==> src/hdl/cpu_status_defs.vh <==
// register offsets, field positions and reset values of the status and control words
`ifndef CPU_STATUS_DEFS_VH
`define CPU_STATUS_DEFS_VH

// ----------------------------------------------------------------
// register map (word offsets on the avalon bus)
// ----------------------------------------------------------------
`define ADDR_W 2
`define OFS_STATUS 2'h0
`define OFS_CONTROL 2'h1
`define OFS_LOOPCTL 2'h2

// ----------------------------------------------------------------
// status word fields
// ----------------------------------------------------------------
`define ST_OVA 15
`define ST_OVB 14
`define ST_CLA 13
`define ST_CLB 12
`define ST_OVANY 11
`define ST_CLANY 10
`define ST_DOACT 9
`define ST_NIB 8
`define ST_PRI_HI 7
`define ST_PRI_LO 5
`define ST_RPTACT 4
`define ST_NEG 3
`define ST_SOV 2
`define ST_ZERO 1
`define ST_CARRY 0
`define ST_RESET 16'h0000

// ----------------------------------------------------------------
// control word fields
// ----------------------------------------------------------------
`define CC_UNS 12
`define CC_EXIT 11
`define CC_DEPTH_HI 10
`define CC_DEPTH_LO 8
`define CC_CLIPA 7
`define CC_CLIPB 6
`define CC_STCLIP 5
`define CC_SUPER 4
`define CC_PRITOP 3
`define CC_PROGWIN 2
`define CC_RND 1
`define CC_INTMUL 0
`define CC_RESET 16'h0020
`define CC_RESET_LOW 8'h20

// ----------------------------------------------------------------
// alu operation codes
// ----------------------------------------------------------------
`define OP_ADD 2'h0
`define OP_SUB 2'h1
`define OP_AND 2'h2
`define OP_SHL 2'h3
`endif

==> src/hdl/acc_overflow.v <==
// guard-bit and range overflow detection for one 40-bit accumulator result
`timescale 1ns/1ps
`include "cpu_status_defs.vh"
module acc_overflow (
  // adder output
  input wire [39:0] accSum,
  input wire carry39Lost,
  input wire superSel,
  // flags
  output wire guardOverflow,
  output wire clipEvent
);
  // guard bits 39..31 must all equal each other, else the value left 1.31 range
  assign guardOverflow = ~((&accSum[39:31]) | ~(|accSum[39:31]));
  // super mode only clips on loss of bit 39; normal mode clips on guard overflow too
  assign clipEvent = carry39Lost | (~superSel & guardOverflow);
endmodule

==> src/hdl/cpu_status_core_control.v <==
// status word and core control word register bank with alu flag update
`timescale 1ns/1ps
`include "cpu_status_defs.vh"

module cpu_status_core_control (
  // clock and reset
  input wire clk,
  input wire nrst,
  input wire clkEn,
  // avalon-mm slave
  input wire [`ADDR_W-1:0] address,
  input wire read,
  input wire write,
  input wire [31:0] writedata,
  input wire [3:0] byteenable,
  output reg [31:0] readdata,
  output wire waitrequest,
  output reg [1:0] response,
  // alu request
  input wire aluValid,
  input wire [15:0] aluOpA,
  input wire [15:0] aluOpB,
  input wire [1:0] aluOp,
  input wire aluByte,
  input wire aluZeroSticky,
  output reg [15:0] aluResult,
  // accumulator adder
  input wire accAValid,
  input wire [39:0] accASum,
  input wire accACarryLost,
  input wire accBValid,
  input wire [39:0] accBSum,
  input wire accBCarryLost,
  // loop sequencer
  input wire doEnter,
  input wire doLeave,
  input wire repeatActive,
  output reg doEarlyExit,
  // external interrupt control
  input wire nestingDisable,
  // core configuration outputs
  output wire [3:0] cpuPriority,
  output wire userIrqDisable,
  output wire multUnsigned,
  output wire accAClipEnable,
  output wire accBClipEnable,
  output wire storeClipEnable,
  output wire superClipSelect,
  output wire programWindowEnable,
  output wire roundingSelect,
  output wire integerMultiply
);
  // ----------------------------------------------------------------
  // state
  // ----------------------------------------------------------------
  localparam BUS_IDLE = 1'b0;
  localparam BUS_DONE = 1'b1;

  reg busState_q;
  reg ovA_q;
  reg ovB_q;
  reg clA_q;
  reg clB_q;
  reg repeat_q;
  reg nib_q;
  reg [2:0] priLow_q;
  reg neg_q;
  reg sov_q;
  reg zero_q;
  reg carry_q;
  reg [2:0] depth_q;
  reg priTop_q;
  reg [7:0] ctlLow_q;
  reg uns_q;
  reg exitPend_q;

  wire [15:0] aluRes;
  wire aluC;
  wire aluDc;
  wire aluN;
  wire aluV;
  wire aluZ;
  wire [79:0] accSumAll;
  wire [1:0] accLostAll;
  wire [1:0] ovIn;
  wire [1:0] clIn;
  reg [15:0] readMux;
  wire [15:0] statusWord;
  wire [15:0] controlWord;
  wire hit;
  wire wrStatus;
  wire wrControl;
  wire wrLoop;
  wire [15:0] wd;
  wire [1:0] be;

  // ----------------------------------------------------------------
  // datapath helpers
  // ----------------------------------------------------------------
  mcu_alu alu (
    .opA(aluOpA),
    .opB(aluOpB),
    .opCode(aluOp),
    .byteMode(aluByte),
    .result(aluRes),
    .carry(aluC),
    .nibbleCarry(aluDc),
    .negative(aluN),
    .signFlip(aluV),
    .isZero(aluZ)
  );

  // one overflow detector per accumulator, index 0 is a and 1 is b
  assign accSumAll = {accBSum, accASum};
  assign accLostAll = {accBCarryLost, accACarryLost};

  genvar g;
  generate
    for (g = 0; g < 2; g = g + 1) begin : accFlags
      acc_overflow ovf (
        .accSum(accSumAll[40*g+39:40*g]),
        .carry39Lost(accLostAll[g]),
        .superSel(ctlLow_q[`CC_SUPER]),
        .guardOverflow(ovIn[g]),
        .clipEvent(clIn[g])
      );
    end
  endgenerate

  // ----------------------------------------------------------------
  // register images
  // ----------------------------------------------------------------
  assign statusWord = {ovA_q, ovB_q, clA_q, clB_q,
                       ovA_q | ovB_q,
                       clA_q | clB_q,
                       (depth_q != 3'h0), nib_q, priLow_q, repeat_q,
                       neg_q, sov_q, zero_q, carry_q};
  // early exit always reads as zero
  assign controlWord = {3'h0, uns_q, 1'b0, depth_q,
                        ctlLow_q[7:4], priTop_q, ctlLow_q[2:0]};

  // ----------------------------------------------------------------
  // read multiplexer
  // ----------------------------------------------------------------
  always @* begin
    case (address)
      `OFS_STATUS: begin
        readMux = statusWord;
      end
      `OFS_CONTROL: begin
        readMux = controlWord;
      end
      `OFS_LOOPCTL: begin
        readMux = {13'h0000, depth_q};
      end
      default: begin
        readMux = 16'h0000;
      end
    endcase
  end

  // ----------------------------------------------------------------
  // avalon slave: one wait cycle, answer on the second edge
  // ----------------------------------------------------------------
  assign waitrequest = (read | write) & (busState_q == BUS_IDLE);
  assign hit = (address == `OFS_STATUS) | (address == `OFS_CONTROL) | (address == `OFS_LOOPCTL);
  assign wd = writedata[15:0];
  assign be = byteenable[1:0];
  assign wrStatus = clkEn & write & ~waitrequest & (address == `OFS_STATUS);
  assign wrControl = clkEn & write & ~waitrequest & (address == `OFS_CONTROL);
  assign wrLoop = clkEn & write & ~waitrequest & (address == `OFS_LOOPCTL);

  always @(posedge clk or negedge nrst) begin
    if (!nrst) begin
      busState_q <= BUS_IDLE;
      readdata <= 32'h00000000;
      response <= 2'h0;
    end else if (clkEn) begin
      case (busState_q)
        BUS_IDLE: begin
          if (read | write) begin
            busState_q <= BUS_DONE;
            response <= hit ? 2'h0 : 2'h3;
            readdata <= read ? {16'h0000, readMux} : 32'h00000000;
          end
        end
        BUS_DONE: begin
          busState_q <= BUS_IDLE;
        end
        default: begin
          busState_q <= BUS_IDLE;
        end
      endcase
    end
  end

  // ----------------------------------------------------------------
  // status word
  // ----------------------------------------------------------------
  always @(posedge clk or negedge nrst) begin
    if (!nrst) begin
      ovA_q <= 1'b0;
      ovB_q <= 1'b0;
      clA_q <= 1'b0;
      clB_q <= 1'b0;
      repeat_q <= 1'b0;
      nib_q <= 1'b0;
      priLow_q <= 3'h0;
      neg_q <= 1'b0;
      sov_q <= 1'b0;
      zero_q <= 1'b0;
      carry_q <= 1'b0;
      aluResult <= 16'h0000;
    end else if (clkEn) begin
      repeat_q <= repeatActive;
      // software writes first; hardware updates below override them
      if (wrStatus && be[1]) begin
        // clip flags are clear-only: writing 0 clears, writing 1 keeps; the nibble carry is loaded directly
        if (!wd[`ST_CLA]) clA_q <= 1'b0;
        if (!wd[`ST_CLB]) clB_q <= 1'b0;
        if (!wd[`ST_CLANY]) begin
          clA_q <= 1'b0;
          clB_q <= 1'b0;
        end
        nib_q <= wd[`ST_NIB];
      end
      if (wrStatus && be[0]) begin
        if (!nestingDisable) priLow_q <= wd[`ST_PRI_HI:`ST_PRI_LO];
        neg_q <= wd[`ST_NEG];
        sov_q <= wd[`ST_SOV];
        zero_q <= wd[`ST_ZERO];
        carry_q <= wd[`ST_CARRY];
      end
      if (accAValid) begin
        ovA_q <= ovIn[0];
        if (clIn[0]) clA_q <= 1'b1;
      end
      if (accBValid) begin
        ovB_q <= ovIn[1];
        if (clIn[1]) clB_q <= 1'b1;
      end
      if (aluValid) begin
        aluResult <= aluRes;
        nib_q <= aluDc;
        neg_q <= aluN;
        sov_q <= aluV;
        carry_q <= aluC;
        // sticky-zero ops can only clear, never set
        zero_q <= aluZeroSticky ? (zero_q & aluZ) : aluZ;
      end
    end
  end

  // ----------------------------------------------------------------
  // core control word and top priority bit
  // ----------------------------------------------------------------
  always @(posedge clk or negedge nrst) begin
    if (!nrst) begin
      uns_q <= 1'b0;
      ctlLow_q <= `CC_RESET_LOW;
      priTop_q <= 1'b0;
    end else if (clkEn) begin
      if (wrControl && be[1]) begin
        uns_q <= wd[`CC_UNS];
      end
      if (wrControl && be[0]) begin
        ctlLow_q <= wd[7:0];
        // top priority bit is clear-only through the control word; a loop control write loads it from bit 0
        if (!wd[`CC_PRITOP]) priTop_q <= 1'b0;
      end
      if (wrLoop && be[0]) begin
        priTop_q <= wd[0];
      end
    end
  end

  // ----------------------------------------------------------------
  // do-loop nesting and early exit
  // ----------------------------------------------------------------
  always @(posedge clk or negedge nrst) begin
    if (!nrst) begin
      depth_q <= 3'h0;
      exitPend_q <= 1'b0;
      doEarlyExit <= 1'b0;
    end else if (clkEn) begin
      // the exit request is only kept while a loop is open
      if (wrControl && be[1] && wd[`CC_EXIT]) begin
        exitPend_q <= 1'b1;
      end
      doEarlyExit <= exitPend_q & (depth_q != 3'h0) & ~doLeave;
      // enter and leave in the same cycle cancel out
      if (doEnter && !doLeave && depth_q != 3'h7) begin
        depth_q <= depth_q + 3'h1;
      end else if (doLeave && !doEnter && depth_q != 3'h0) begin
        depth_q <= depth_q - 3'h1;
        exitPend_q <= 1'b0;
      end else if (depth_q == 3'h0) begin
        exitPend_q <= 1'b0;
      end
    end
  end

  // ----------------------------------------------------------------
  // configuration outputs
  // ----------------------------------------------------------------
  assign cpuPriority = {priTop_q, priLow_q};
  assign userIrqDisable = priTop_q | (priLow_q == 3'h7);
  assign multUnsigned = uns_q;
  assign accAClipEnable = ctlLow_q[`CC_CLIPA];
  assign accBClipEnable = ctlLow_q[`CC_CLIPB];
  assign storeClipEnable = ctlLow_q[`CC_STCLIP];
  assign superClipSelect = ctlLow_q[`CC_SUPER];
  assign programWindowEnable = ctlLow_q[`CC_PROGWIN];
  assign roundingSelect = ctlLow_q[`CC_RND];
  assign integerMultiply = ctlLow_q[`CC_INTMUL];
endmodule

==> src/hdl/mcu_alu.v <==
// byte or word alu that forms result and flags for the status word
`timescale 1ns/1ps
`include "cpu_status_defs.vh"
module mcu_alu (
  // operands
  input wire [15:0] opA,
  input wire [15:0] opB,
  input wire [1:0] opCode,
  input wire byteMode,
  // result and flags
  output reg [15:0] result,
  output reg carry,
  output reg nibbleCarry,
  output reg negative,
  output reg signFlip,
  output reg isZero
);
  reg [16:0] sum;
  reg [15:0] bOp;
  reg cin;
  reg [8:0] lowSum;
  reg [4:0] nibSum;
  reg msbA;
  reg msbB;
  reg msbR;

  always @* begin
    // subtraction adds the complement, so carry out means no borrow
    bOp = (opCode == `OP_SUB) ? ~opB : opB;
    cin = (opCode == `OP_SUB) ? 1'b1 : 1'b0;
    sum = {1'b0, opA} + {1'b0, bOp} + {16'h0000, cin};
    lowSum = {1'b0, opA[7:0]} + {1'b0, bOp[7:0]} + {8'h00, cin};
    nibSum = {1'b0, opA[3:0]} + {1'b0, bOp[3:0]} + {4'h0, cin};
    result = 16'h0000;
    carry = 1'b0;
    nibbleCarry = 1'b0;
    case (opCode)
      `OP_ADD, `OP_SUB: begin
        result = sum[15:0];
        carry = byteMode ? lowSum[8] : sum[16];
        nibbleCarry = byteMode ? nibSum[4] : lowSum[8];
      end
      `OP_AND: begin
        result = opA & opB;
      end
      `OP_SHL: begin
        result = {opA[14:0], 1'b0};
        carry = byteMode ? opA[7] : opA[15];
      end
      default: begin
        result = 16'h0000;
      end
    endcase
    if (byteMode) begin
      result = {8'h00, result[7:0]};
    end
    msbA = byteMode ? opA[7] : opA[15];
    msbB = byteMode ? bOp[7] : bOp[15];
    msbR = byteMode ? result[7] : result[15];
    negative = msbR;
    signFlip = ((opCode == `OP_ADD) || (opCode == `OP_SUB)) && (msbA == msbB) && (msbR != msbA);
    isZero = (result == 16'h0000);
  end
endmodule

==> config.mk <==
export PLATFORM = sky130hd
export DESIGN_NAME = cpu_status_core_control
export DESIGN_NICKNAME = d
export VERILOG_FILES = /design/src/hdl/acc_overflow.v /design/src/hdl/cpu_status_core_control.v /design/src/hdl/mcu_alu.v
export VERILOG_INCLUDE_DIRS = /design/src /design/src/hdl
export SDC_FILE = /design/constraint.sdc
export NUM_CORES = 1
export LEC_CHECK = 0
export ABC_AREA = 1
export ABC_CLOCK_PERIOD_IN_PS = 2300
export BUFFER_PORTS_ARGS = -buffer_cell sky130_fd_sc_hd__buf_4
export CAP_MARGIN = 20
export CORE_MARGIN = 4
export CORE_UTILIZATION = 45
export DETAILED_ROUTE_END_ITERATION = 8
export PLACE_DENSITY = 0.9
export SETUP_SLACK_MARGIN = 0.15
export SYNTH_ARGS = -nofsm -noshare
export SYNTH_HDL_FRONTEND = slang
export SYNTH_SLANG_ARGS = --single-unit
==> constraint.sdc <==
create_clock -name clk -period 2.3 [get_ports clk]
set_input_delay 0.345 -clock clk [delete_from_list [all_inputs] [get_ports clk]]
set_output_delay 0.345 -clock clk [all_outputs]
set_load 0.05 [all_outputs]
### Yosys cells after proc, flatten, opt, wreduce, memory -nomap -nowiden

Index checks and enable logic that the tools add are counted.

* bits in read-only memories: 0
* bits in writable memories: 0
* flip-flop bits (word level): 79
* logic and storage cells: 157
* memories kept: 0
* output and inout port bits: 65
* bits in latches: 0

* shift-type cells: 0
* div/mod/pow operators: 0
* $lt $le $gt $ge: 0
* muxes and demuxes: 46
* equality and inequality tests: 10
* $add $sub $neg: 8
* bitwise logic cells: 32
* reductions and logical operators: 40
* $mul: 0

Operator list (count)
* $pmux 16 s3: 2
* $mux 16: 3
* $mux 1: 36
* $reduce_and 9->1: 2
* $reduce_or 9->1: 2
* $add 16x16->17: 1
* $add 17x1->17: 1
* $and 16x16->16: 1
* $logic_not 16->1: 1
* $not 16->16: 1
* $reduce_and 2->1: 8
* $logic_and 1x1->1: 12
* $and 1x1->1: 11
* $or 1x1->1: 10
* $add 8x8->9: 1
* $add 9x1->9: 1
* $not 1->1: 9
* $reduce_and 3->1: 3
* $reduce_bool 2->1: 4
* $eq 2x2->1 const B: 3
* $mux 3: 2
* $add 4x4->5: 1
* $add 5x1->5: 1
* $eq 2x1->1 const B: 2
* other kinds (15): 18

### Logic depth before layout (Yosys ltp)

Gate-level depths: netlist of the first run.

* depth in word-level cells: 11
* mapped depth: 23

### Hierarchy

From an unflattened synthesis of the first run, not the netlist that was laid out.

* cells, all modules: 684
* area, all modules: 4795.8 µm²

Modules (own cells, without submodules)
* cpu_status_core_control: instances 1, area each 2987.9 µm², cells an instance 326
* mcu_alu: instances 1, area each 1647.8 µm², cells an instance 320
* acc_overflow: instances 2, area each 80.1 µm², cells an instance 19

### Worst setup path after synthesis of the first run

Ideal clock, no wire load.

* kind: input to register
* from: input port aluOp[1]
* to: register zero_q
* cell stages on the path: 19
* slack: -0.076 ns
* data required time: 2.234 ns
* library setup time: 0.066 ns
* arrival: 2.310 ns
* path through: buf_6 > inv_6 > nand2_4 > buf_2 > xnor2_1 > ha_1 > a21oi_1 > nand2_1 > a21oi_1 > nand2_1 > nand2_1 > nand3_1 > nand2_1 > nand3_1 > nor2_1 > nand2_1 > nand2_1 > nand2_1 > nand2_1

* word-level cells in the longest chain between the ends: 10
* elaborated cells on any way between the ends: 15

Ends and longest elaborated chain
* start, declared: RTL line cpu_status_core_control.v:23 `input wire [1:0] aluOp,`
* $eq 2x1->1: RTL line mcu_alu.v:37 `case (opCode)`
* $mux 16: RTL line mcu_alu.v:29 `` bOp = (opCode == `OP_SUB) ? ~opB : opB; ``
* $add 16x16->17: RTL line mcu_alu.v:31 `sum = {1'b0, opA} + {1'b0, bOp} + {16'h0000, cin};`
* $add 17x1->17: RTL line mcu_alu.v:31
* $pmux 16 s3 (*): RTL line mcu_alu.v:37
* $mux 16 (*): RTL line mcu_alu.v:54 `if (byteMode) begin`
* $logic_not 16->1 (*): RTL line mcu_alu.v:62 `isZero = (result == 16'h0000);`
* $and 1x1->1: RTL line cpu_status_core_control.v:249 `zero_q <= aluZeroSticky ? (zero_q & aluZ) : aluZ;`
* $mux 1 (*): RTL line cpu_status_core_control.v:249
* $mux 1 (*): RTL line cpu_status_core_control.v:242 `if (aluValid) begin`
* end signal, assigned: RTL line cpu_status_core_control.v:231 `` zero_q <= wd[`ST_ZERO]; ``
* end signal, assigned: RTL line cpu_status_core_control.v:249
* end, declared: RTL line cpu_status_core_control.v:69 `reg zero_q;`

Mark *: on every way between the ends. The rest lies on a longest branch, timed or not.
A chain may end at the register's enable or synchronous reset.

### Worst setup path in the final report of the first run

Ends and elaborated chain as after synthesis.

==> reports/metrics.yaml, run 1 <==
status: "finished, violations left"
violations: "setup timing"
vias: 5409
max_slew_margin_pct: 49.6
die-area_mm2: 0.0115
grt_overflow: 0
synth_edf_count: 0
finalPower_mw: 5.02
drtPass1Iterations: 6
crit_arrival_ps: 2640
synth_cell_types: 45
syn_inst: 621
fin_util_pct: 72.2
io_buffers: 133
grt_pass1_vias: 4973
drtIter0Drc: 581
antenna_found_initial: 0
synthesis.area_mm2: 0.00443
fmax_mhz: 424
power_density_mw_per_mm2: 737
period_share_pct: 103
fin_nets: 997
start_kind: "input port"
cp-end-kind: "register"
boundaryPins: 233
ant_nets: 0
synth_seq_cells: 61
synth_area_per_cell_um2: 7.14
gp_congestion: 0.922
worstPathRequired_ps: 2580
start_util_pct: 47.1
p_leak_nw: 3.47
synth-warning-count: 0
place_hpwl_mm: 10.7
grt_pass1_wl_mm: 22.9
insertion_delay_ps: 340
numCtsBuffers: 9
worst_slew_pin_slew_ps: 755
wl_per_cell_um: 17.9
hold_slack_ps: 74.9
core_area_mm2: 0.00942
yosys.area.top_type: "dfrtp_1"
pre_cts_ws_ps: -325
fin_skew_ps: 7.52
layout_setup_ws_ps: -59.3
grt_max_degree: 62
fin_crit_ps: 2360
clock_sinks: 61
yosys.area.top_type_share_pct: 33.9
fin_area_mm2: 0.00680
die_w_um: 107
cts_root_buf: "clkbuf_8"
routed_wirelength_mm: 16.9
place_area_mm2: 0.00589
peakVddDrop_mv: 0.412
synth.top_cells.by_area: "dfrtp_1 (34%), nand2_1 (13%), inv_1 (6.4%)"
track_usage_pct: 24.6
htree_levels: 3
clk_pin_slew_worst_paths_ps: 70
fp-row-count: 35
drive_above_1_share_pct: 39.8
async_flop_share_pct: 100
crit_fanout: 8
drc: 0
rsz0062_at_grt: "true"
slew_violations: 0
antenna_cells: 0
setup_viol: 1
seq_area_frac_synth_pct: 34.5
clk_path_buf_depth: 2
synthFlopType: "dfrtp_1"
vias_per_cell: 5.73
cts_tree: "done"
die_h_um: 107
worstSetupPathType: "input port to register"
areaGrowthSynthToFinish_pct: 53.5
max_cap_violations: 0
cts_hold_buffers: 0
hold_viol: 0
min_path_type: "input port to async pin"
## critical path: stages
cell and delay [ps]:
buf_8 100, inv_8 50, nand2_8 110, xnor2_1 170, ha_1 400, nand2_1 140, inv_1 100, nand3_2 90
nand2_2 100, nand2_2 60, nand2_2 80, nand2_1 70, nand3_1 100, nand2_1 110, inv_1 110, nand3_1 150
nor2_2 100, nand2_1 60, nand2_1 60, nand2_1 50, nand2_1 60
## registers in the layout, summed over array words and instances, names as in the netlist
| name | flops |
|---|---|
| response | 1 |
| carry_q | 1 |
| multUnsigned | 1 |
| ovB_q | 1 |
| priLow_q | 3 |
| doEarlyExit | 1 |
| nib_q | 1 |
| aluResult | 16 |
| clA_q | 1 |
| readdata | 16 |
| ovA_q | 1 |
| repeat_q | 1 |
| zero_q | 1 |
| depth_q | 3 |
| neg_q | 1 |
| ctlLow_q | 7 |
| sov_q | 1 |
| busState_q | 1 |
| priTop_q | 1 |
| clB_q | 1 |
| exitPend_q | 1 |
## synthesized netlist by cell type, types with 3 or more instances
cell type    n
nand2_1    152
inv_1       75
dfrtp_1     60
nor2_1      56
o21ai_0     51
nand3_1     48
a21oi_1     30
buf_4       18
ha_1        17
xnor2_1     14
clkbuf_1     8
nor3_1       8
a22o_1       7
a32oi_1      7
nand2_2      6
nand4_1      6
a31oi_1      5
o22ai_1      5
mux2_2       4
xor2_1       4
a221oi_1     3
nand3b_1     3
nor4_1       3
o211ai_1     3
## stage by stage
stage | cells | setup TNS, ps
floorplan | 636 | 0
global placement | 912 | -1150
detailed placement | 912 | -1550
CTS | 936 | 0
global route | 944 | -371
finish | 944 | -59.3
## placed cells by master, fill, tap and decap left out, types with 15 or more instances in the layout
cell type / instances
a21oi_1: 17
buf_4: 187
conb_1: 16
dfrtp_1: 60
inv_1: 70
nand2_1: 128
nand2_2: 24
nand3_1: 34
nand3_2: 15
nor2_1: 46
o21ai_0: 45
## cell type report
class / instances / area, µm²
multi-input combinational: 467 / 3080
fill: 612 / 2610
sequential: 61 / 1530
timing repair buffer: 192 / 1480
inverter: 79 / 304
clock buffer: 13 / 179
tap: 129 / 161
clock inverter: 3 / 65.1
## worst paths after layout
path	start	end	slack (ps)	depth (start not counted)
max	aluOp[1]	zero_q	-60	21
min	nrst	aluResult[3]	70	1
max reg2reg	depth_q[0]	depth_q[1]	540	5
min reg2reg	aluResult[1]	aluResult[1]	490	2
max in group asynchronous	nrst	ctlLow_q[4]	1730	1
min in group clk	repeatActive	repeat_q	230	3
## logic make-up after synthesis
family	Yosys count	synth area share, %
AND/OR/NAND/NOR	287	27.5
AO/OA/AOI/OAI	123	16.7
buffers and inverters	108	11.0
flip-flops	61	34.5
adder cells (fa/ha/maj)	19	5.70
XOR/XNOR	18	3.56
multiplexers	4	1.02
other	1	0.0846
## layer usage
| layer | track usage (%) | share of wire (%) |
|---|---|---|
| met2 | 41.8 | 48 |
| met1 | 30.3 | 37 |
| met5 | 0 | 0 |
| met4 | 10.4 | 5.6 |
| met3 | 4.94 | 9.1 |
## where the power goes
group / internal [mW] / total, mW / switching [mW]
combinational: 0.894 / 2.48 / 1.58
clock: 0.727 / 1.13 / 0.407
sequential: 1.27 / 1.41 / 0.142
total: 2.89 / 5.02 / 2.13
## what timing repair did
action / CTS / global route
cloned: 0 / 0
resized for setup: 34 / 79
setup endpoints to repair: 3 / 8
setup buffers: 8 / 8
pin swaps: 27 / 45
(Power assumes the default switching activity.)
==> inputs of run 2 (changes only) <==
--- a/config.mk
+++ b/config.mk
@@ -15,6 +15,7 @@
 export DETAILED_ROUTE_END_ITERATION = 8
 export PLACE_DENSITY = 0.9
 export SETUP_SLACK_MARGIN = 0.15
+export SKIP_CTS_REPAIR_TIMING = 1
 export SYNTH_ARGS = -nofsm -noshare
 export SYNTH_HDL_FRONTEND = slang
 export SYNTH_SLANG_ARGS = --single-unit
==> reports/metrics.yaml, run 2 (synthesis results as in run 1) <==
layout_commonest_cell: "buf_4"
cp-end-kind: "register"
status: "finished, violations left"
post-place-cells: 912  # unchanged
areaGrowthSynthToFinish_pct: 51.0
clk_path_buf_depth: 2  # unchanged
cts_root_buf: "clkbuf_8"
die-area_mm2: 0.0115  # unchanged
seqPwrFrac_pct: 28.5  # +0.4 points
max_slew_margin_pct: 49.6  # about the same
numCtsBuffers: 9  # unchanged
antenna_found_initial: 0  # unchanged
power_density_mw_per_mm2: 739  # +0.24%
drive_above_1_share_pct: 38.8  # -0.91 points
p_switching_mw: 2.09  # -2.0%
period_share_pct: 108  # +5.4 points
grt_overflow: 0  # unchanged
r2r_slack_ps: 530  # about the same
fin_skew_ps: 8.20  # +0.685 ps
crit_arrival_ps: 2760  # +120 ps
critPathTopFamily: "simple AND/OR/NAND/NOR gates"
register_area_mm2: 0.00153  # unchanged
vias: 5285  # -2.3%
fillCellCount: 626  # +2.3%
gp_congestion: 0.922  # unchanged
reg.largest.list: "aluResult x16, readdata x16, ctlLow_q x7"
boundaryPins: 233  # unchanged
clk_pin_slew_worst_paths_ps: 70  # about the same
hold_viol: 0  # unchanged
drc: 0  # unchanged
start_kind: "input port"
track_usage_pct: 23.4  # -1.2 points
path_buf_inv: 5  # +1
tns_ps: -219  # -159 ps
reg2reg_from: "depth_q[0]"
fin_nets: 993  # -0.40%
start_util_pct: 47.1  # unchanged
drtIter0Drc: 552  # -5.0%
place_hpwl_mm: 10.7  # unchanged
min_path_type: "input port to async pin"
die_h_um: 107  # unchanged
ant_nets: 0  # unchanged
clock_sinks: 61  # unchanged
final_cells: 940  # -0.42%
p_int_mw: 2.86  # -0.91%
wl_met2_mm: 7.84  # -4.2%
crit_fanout: 8  # unchanged
fmax_mhz: 403  # -5.0%
layout_setup_ws_ps: -183  # -124 ps
p_clk_share_pct: 22.8  # +0.2 points
drtPass1Iterations: 6  # unchanged
grt_pass1_wl_mm: 21.8  # -4.5%
p_sw_share_pct: 42.2  # -0.27 points
worstPathRequired_ps: 2580  # about the same
core_area_mm2: 0.00942  # unchanged
htree_levels: 3  # unchanged
setup_viol: 3  # +2
fp-row-count: 35  # unchanged
fin_crit_ps: 2480  # +124 ps
wl_per_cell_um: 17.1  # -4.6%
place_area_mm2: 0.00589  # unchanged
grt_max_degree: 62  # unchanged
slew_violations: 0  # unchanged
fin_area_mm2: 0.00669  # -1.6%
met3_length_mm: 1.54  # +0.85%
antenna_cells: 0  # unchanged
slowest_delay_ps: 340  # -60 ps
r2r_end: "depth_q[1]"
top_layer: "met4"
comb_power_share_pct: 48.7  # -0.6 points
max_cap_violations: 0  # unchanged
met1_length_mm: 5.83  # -6.7%
rr_worst_depth: 5  # unchanged
worstSetupPathType: "input port to register"
mostFrequentLayoutCells: "buf_4 (184), nand2_1 (131), inv_1 (71)"
violations: "setup timing"
insertion_delay_ps: 340  # about the same
worst_slew_pin_slew_ps: 756  # +0.290 ps
grt_pass1_vias: 4757  # -4.3%
p_leak_nw: 3.43  # -1.1%
multiInputGateArea_mm2: 0.00301  # -2.5%
rsz0062_at_grt: "true"
routed_wirelength_mm: 16.1  # -5.0%
vias_per_cell: 5.62  # -1.9%
path_cells: "buf_8, inv_8, nand2_8, buf_12, xnor2_4, ha_4, nand2_4, inv_1, nand2_1, nand2_1, inv_1, nand2_1, nand2_1, nand3_1, nand2_1, a21oi_4, nand3_2, nor2_2, nand2_1, nand2_1, nand2_1, nand2_1"
cpMaxStageDelayCell: "ha_4"
die_w_um: 107  # unchanged
critPathMostFrequentCell: "nand2_1"
io_buffers: 133  # unchanged
cts_tree: "done"
peakVddDrop_mv: 0.432  # +5.0%
run 2: cell types whose count changed in the layout (fill, tap and decap cells not counted), moves of 2 or more:
cell and delta:
xnor2_2 +2, nor2_1 +2, a21oi_2 -2, nand2_1 +3, nand3_2 +2, ha_1 +2
nand2_4 -4, nand3_1 -3, xnor2_4 -2, a21oi_1 +2, buf_4 -3
run 2: area by class of cell:
type / instances / share of cell area (%)
clock buffers: 13 / 2.67
clock inverters: 3 / 0.972
inverters: 79 / 4.54
multi-input cells: 467 / 44.9
flip-flops and latches: 61 / 22.8
well taps: 129 / 2.41
repair buffers: 188 / 21.6
run 2: through the flow:
step           worst slack (ps)  power [mW]  hold WS (ps)  util [%]
3_5_place_dp               -325        3.50           462      62.5
4_1_cts                    14.6        4.63          94.6      65.1
6_report                   -183        4.95          66.3      71.1
5_1_grt                    -226        5.17           128      71.1
2_1_floorplan              19.3        2.77          49.4         -
3_3_place_gp               -312        3.44           461      62.5
run 2: worst reg2reg max path, stage by stage, from the launching register on:
cell	delay, ps
dfrtp_1	390
inv_1	120
o311ai_2	470
fa_1	500
nor2_1	120
a21oi_1	50
run 2: worst max path at each step:
stage / depth (start not counted) / to / slack [ps] / from
after CTS: 20 / zero_q / 10 / aluOp[1]
final: 22 / zero_q / -180 / aluOp[1]
after floorplan: 20 / zero_q / 20 / aluOp[1]
after detailed placement: 20 / zero_q / -330 / aluOp[1]
after global routing: 21 / zero_q / -230 / aluOp[1]
after global placement: 19 / zero_q / -310 / aluOp[1]
run 2: layer usage:
metal,global-route usage [%],up-vias
met4,7.67,0
met2,40.0,372
li1,-,2407
met1,29.4,2410
met5,0,-
met3,4.94,96
run 2: power by group through the flow:
stage          combinational (mW)  sequential [mW]  clock (mW)
3_5_place_dp                 2.08             1.42           0
6_report                     2.41             1.41        1.13
2_1_floorplan               0.917             1.86           0
3_3_place_gp                 2.03             1.41           0
4_1_cts                      2.09             1.40        1.13
5_1_grt                      2.55             1.43        1.19
==> inputs of run 3 (changes only) <==
--- a/config.mk
+++ b/config.mk
@@ -13,9 +13,10 @@
 export CORE_MARGIN = 4
 export CORE_UTILIZATION = 45
 export DETAILED_ROUTE_END_ITERATION = 8
+export GPL_ROUTABILITY_DRIVEN = 0
+export GPL_TIMING_DRIVEN = 0
 export PLACE_DENSITY = 0.9
 export SETUP_SLACK_MARGIN = 0.15
-export SKIP_CTS_REPAIR_TIMING = 1
 export SYNTH_ARGS = -nofsm -noshare
 export SYNTH_HDL_FRONTEND = slang
 export SYNTH_SLANG_ARGS = --single-unit
==> reports/metrics.yaml, run 3 (synthesis results as in run 1) <==
status: "finished, violations left"
violations: "setup timing"
areaGrowthSynthToFinish_pct: 50.0
grt_pass1_wl_mm: 21.8  # -0.13%
wl_per_cell_um: 16.7  # -2.3%
die_h_um: 107  # unchanged
drtIter0Drc: 508  # -8.0%
htree_levels: 3  # unchanged
cp-end-kind: "register"
tns_ps: -87.7  # +131 ps
crit_cells: 20  # -9.1%
die-area_mm2: 0.0115  # unchanged
core_area_mm2: 0.00942  # unchanged
final_cells: 940  # unchanged
power_density_mw_per_mm2: 722  # -2.3%
rsz0062_at_grt: "true"
clk_pin_slew_worst_paths_ps: 70  # about the same
path_cells: "buf_12, clkinv_8, nand2_8, buf_12, buf_12, xnor2_4, ha_4, a21oi_4, nor2_1, nor2_1, nand3_1, nand2_1, nand3_2, nand2_2, nand3_2, nor2_1, nand2_1, nand2_1, nand2_1, nand2_1"
die_w_um: 107  # unchanged
insertion_delay_ps: 340  # about the same
track_usage_pct: 23.7  # +0.29 points
worstPathRequired_ps: 2580  # about the same
drtPass1Iterations: 8  # +2
cts_tree: "done"
antenna_found_initial: 0  # unchanged
crit_fanout: 6  # -2
grt_overflow: 0  # unchanged
hold_viol: 0  # unchanged
peakVddDrop_mv: 0.389  # -9.9%
worstSetupPathType: "input port to register"
slew_violations: 0  # unchanged
p_switching_mw: 2.09  # +0.11%
fp-row-count: 35  # unchanged
clk_path_buf_depth: 2  # unchanged
fmax_mhz: 419  # +4.0%
grt_max_degree: 62  # unchanged
cpMaxStageDelayCell: "ha_4"
p_clk_share_pct: 21.5  # -1.3 points
io_buffers: 132  # -0.75%
comb_power_share_pct: 49.2  # +0.5 points
critPathMostFrequentCell: "nand2_1"
antenna_cells: 0  # unchanged
multiInputGateArea_mm2: 0.00301  # +0.17%
finalPower_mw: 4.80  # -2.9%
numCtsBuffers: 9  # unchanged
r2r_slack_ps: 510  # -20 ps
fin_nets: 993  # unchanged
slowest_delay_ps: 260  # -80 ps
setup_viol: 1  # -2
period_share_pct: 104  # -4.1 points
drc: 0  # unchanged
max_slew_margin_pct: 49.9  # +0.29 points
fin_util_pct: 70.6  # -0.47 points
fin_skew_ps: 9.57  # +1.37 ps
place_hpwl_mm: 10.7  # -0.61%
crit_arrival_ps: 2660  # -100 ps
p_leak_nw: 3.40  # -0.83%
layout_commonest_cell: "buf_4"
ant_nets: 0  # unchanged
reg.largest.list: "aluResult x16, readdata x16, ctlLow_q x7"
layout_setup_ws_ps: -87.7  # +95.4 ps
start_kind: "input port"
mostFrequentLayoutCells: "buf_4 (174), nand2_1 (125), inv_1 (66)"
cts_root_buf: "clkbuf_8"
p_int_mw: 2.71  # -5.2%
path_buf_inv: 4  # -1
min_path_type: "input port to async pin"
grt_pass1_vias: 4673  # -1.8%
register_area_mm2: 0.00153  # unchanged
boundaryPins: 233  # unchanged
critPathTopFamily: "simple AND/OR/NAND/NOR gates"
vias: 5264  # -0.40%
routed_wirelength_mm: 15.7  # -2.3%
fillCellCount: 678  # +8.3%
fin_crit_ps: 2390  # -95.4 ps
drive_above_1_share_pct: 38.0  # -0.86 points
worst_slew_pin_slew_ps: 751  # -4.42 ps
pre_cts_ws_ps: -473  # -148 ps
rr_worst_depth: 7  # +2
clock_sinks: 61  # unchanged
post-place-cells: 897  # -1.6%
seqPwrFrac_pct: 29.2  # +0.7 points
p_sw_share_pct: 43.5  # +1.3 points
vias_per_cell: 5.60  # -0.40%
max_cap_violations: 0  # unchanged
start_util_pct: 47.1  # unchanged
==> run 3: through the flow <==
stage          hold slack [ps]  instance area (µm²)
2_1_floorplan             49.4                 4590
3_3_place_gp               459                 5740
3_5_place_dp               460                 5740
4_1_cts                   89.0                 6130
5_1_grt                    121                 6650
6_report                  71.6                 6650
==> run 3: final cells by class <==
cell class / instances / share of cell area (%)
multi-input cells: 467 / 45.3
clock buffers: 9 / 1.86
plain buffers: 29 / 3.16
inverters: 79 / 4.65
repair buffers: 159 / 18.3
well taps: 129 / 2.43
flip-flops and latches: 61 / 23.0
clock inverters: 7 / 1.36
==> run 3: power by group through the flow <==
stage,logic [mW],clock network [mW],registers [mW]
CTS,2.07,1.05,1.40
detailed placement,2.00,0,1.42
global placement,1.97,0,1.41
global route,2.51,1.09,1.43
floorplan,0.917,0,1.86
finish,2.36,1.03,1.40
==> run 3: worst register-to-register path: stages (launching register included) <==
cell and delay, ps:
dfrtp_1 400, nand3_1 90, inv_1 60, nand2_1 140
inv_1 80, nand2_1 80, clkbuf_1 420, mux2_2 400
==> run 3: repair_timing <==
| item | CTS | global route |
|---|---|---|
| resized for setup | 23 | 88 |
| hold buffers | 0 | 0 |
| pin swaps | 24 | 49 |
| setup buffers | 12 | 15 |
| endpoints found under the setup margin | 4 | 7 |
==> run 3: final timing paths <==
path	start	to
worst max-delay path	aluOp[1]	zero_q
worst min-delay path	nrst	aluResult[0]
worst max register to register	busState_q	ctlLow_q[2]
worst min register to register	readdata[10]	readdata[10]
max in group asynchronous	nrst	priLow_q[2]
min in group clk	repeatActive	repeat_q
==> run 3: routing by layer <==
layer,global-route usage [%],wire [µm],vias up
met4,10.1,800,0
met2,39.2,7580,345
met3,2.95,1360,89
li1,-,-,2414
met1,31.2,5950,2416
met5,0,0,-
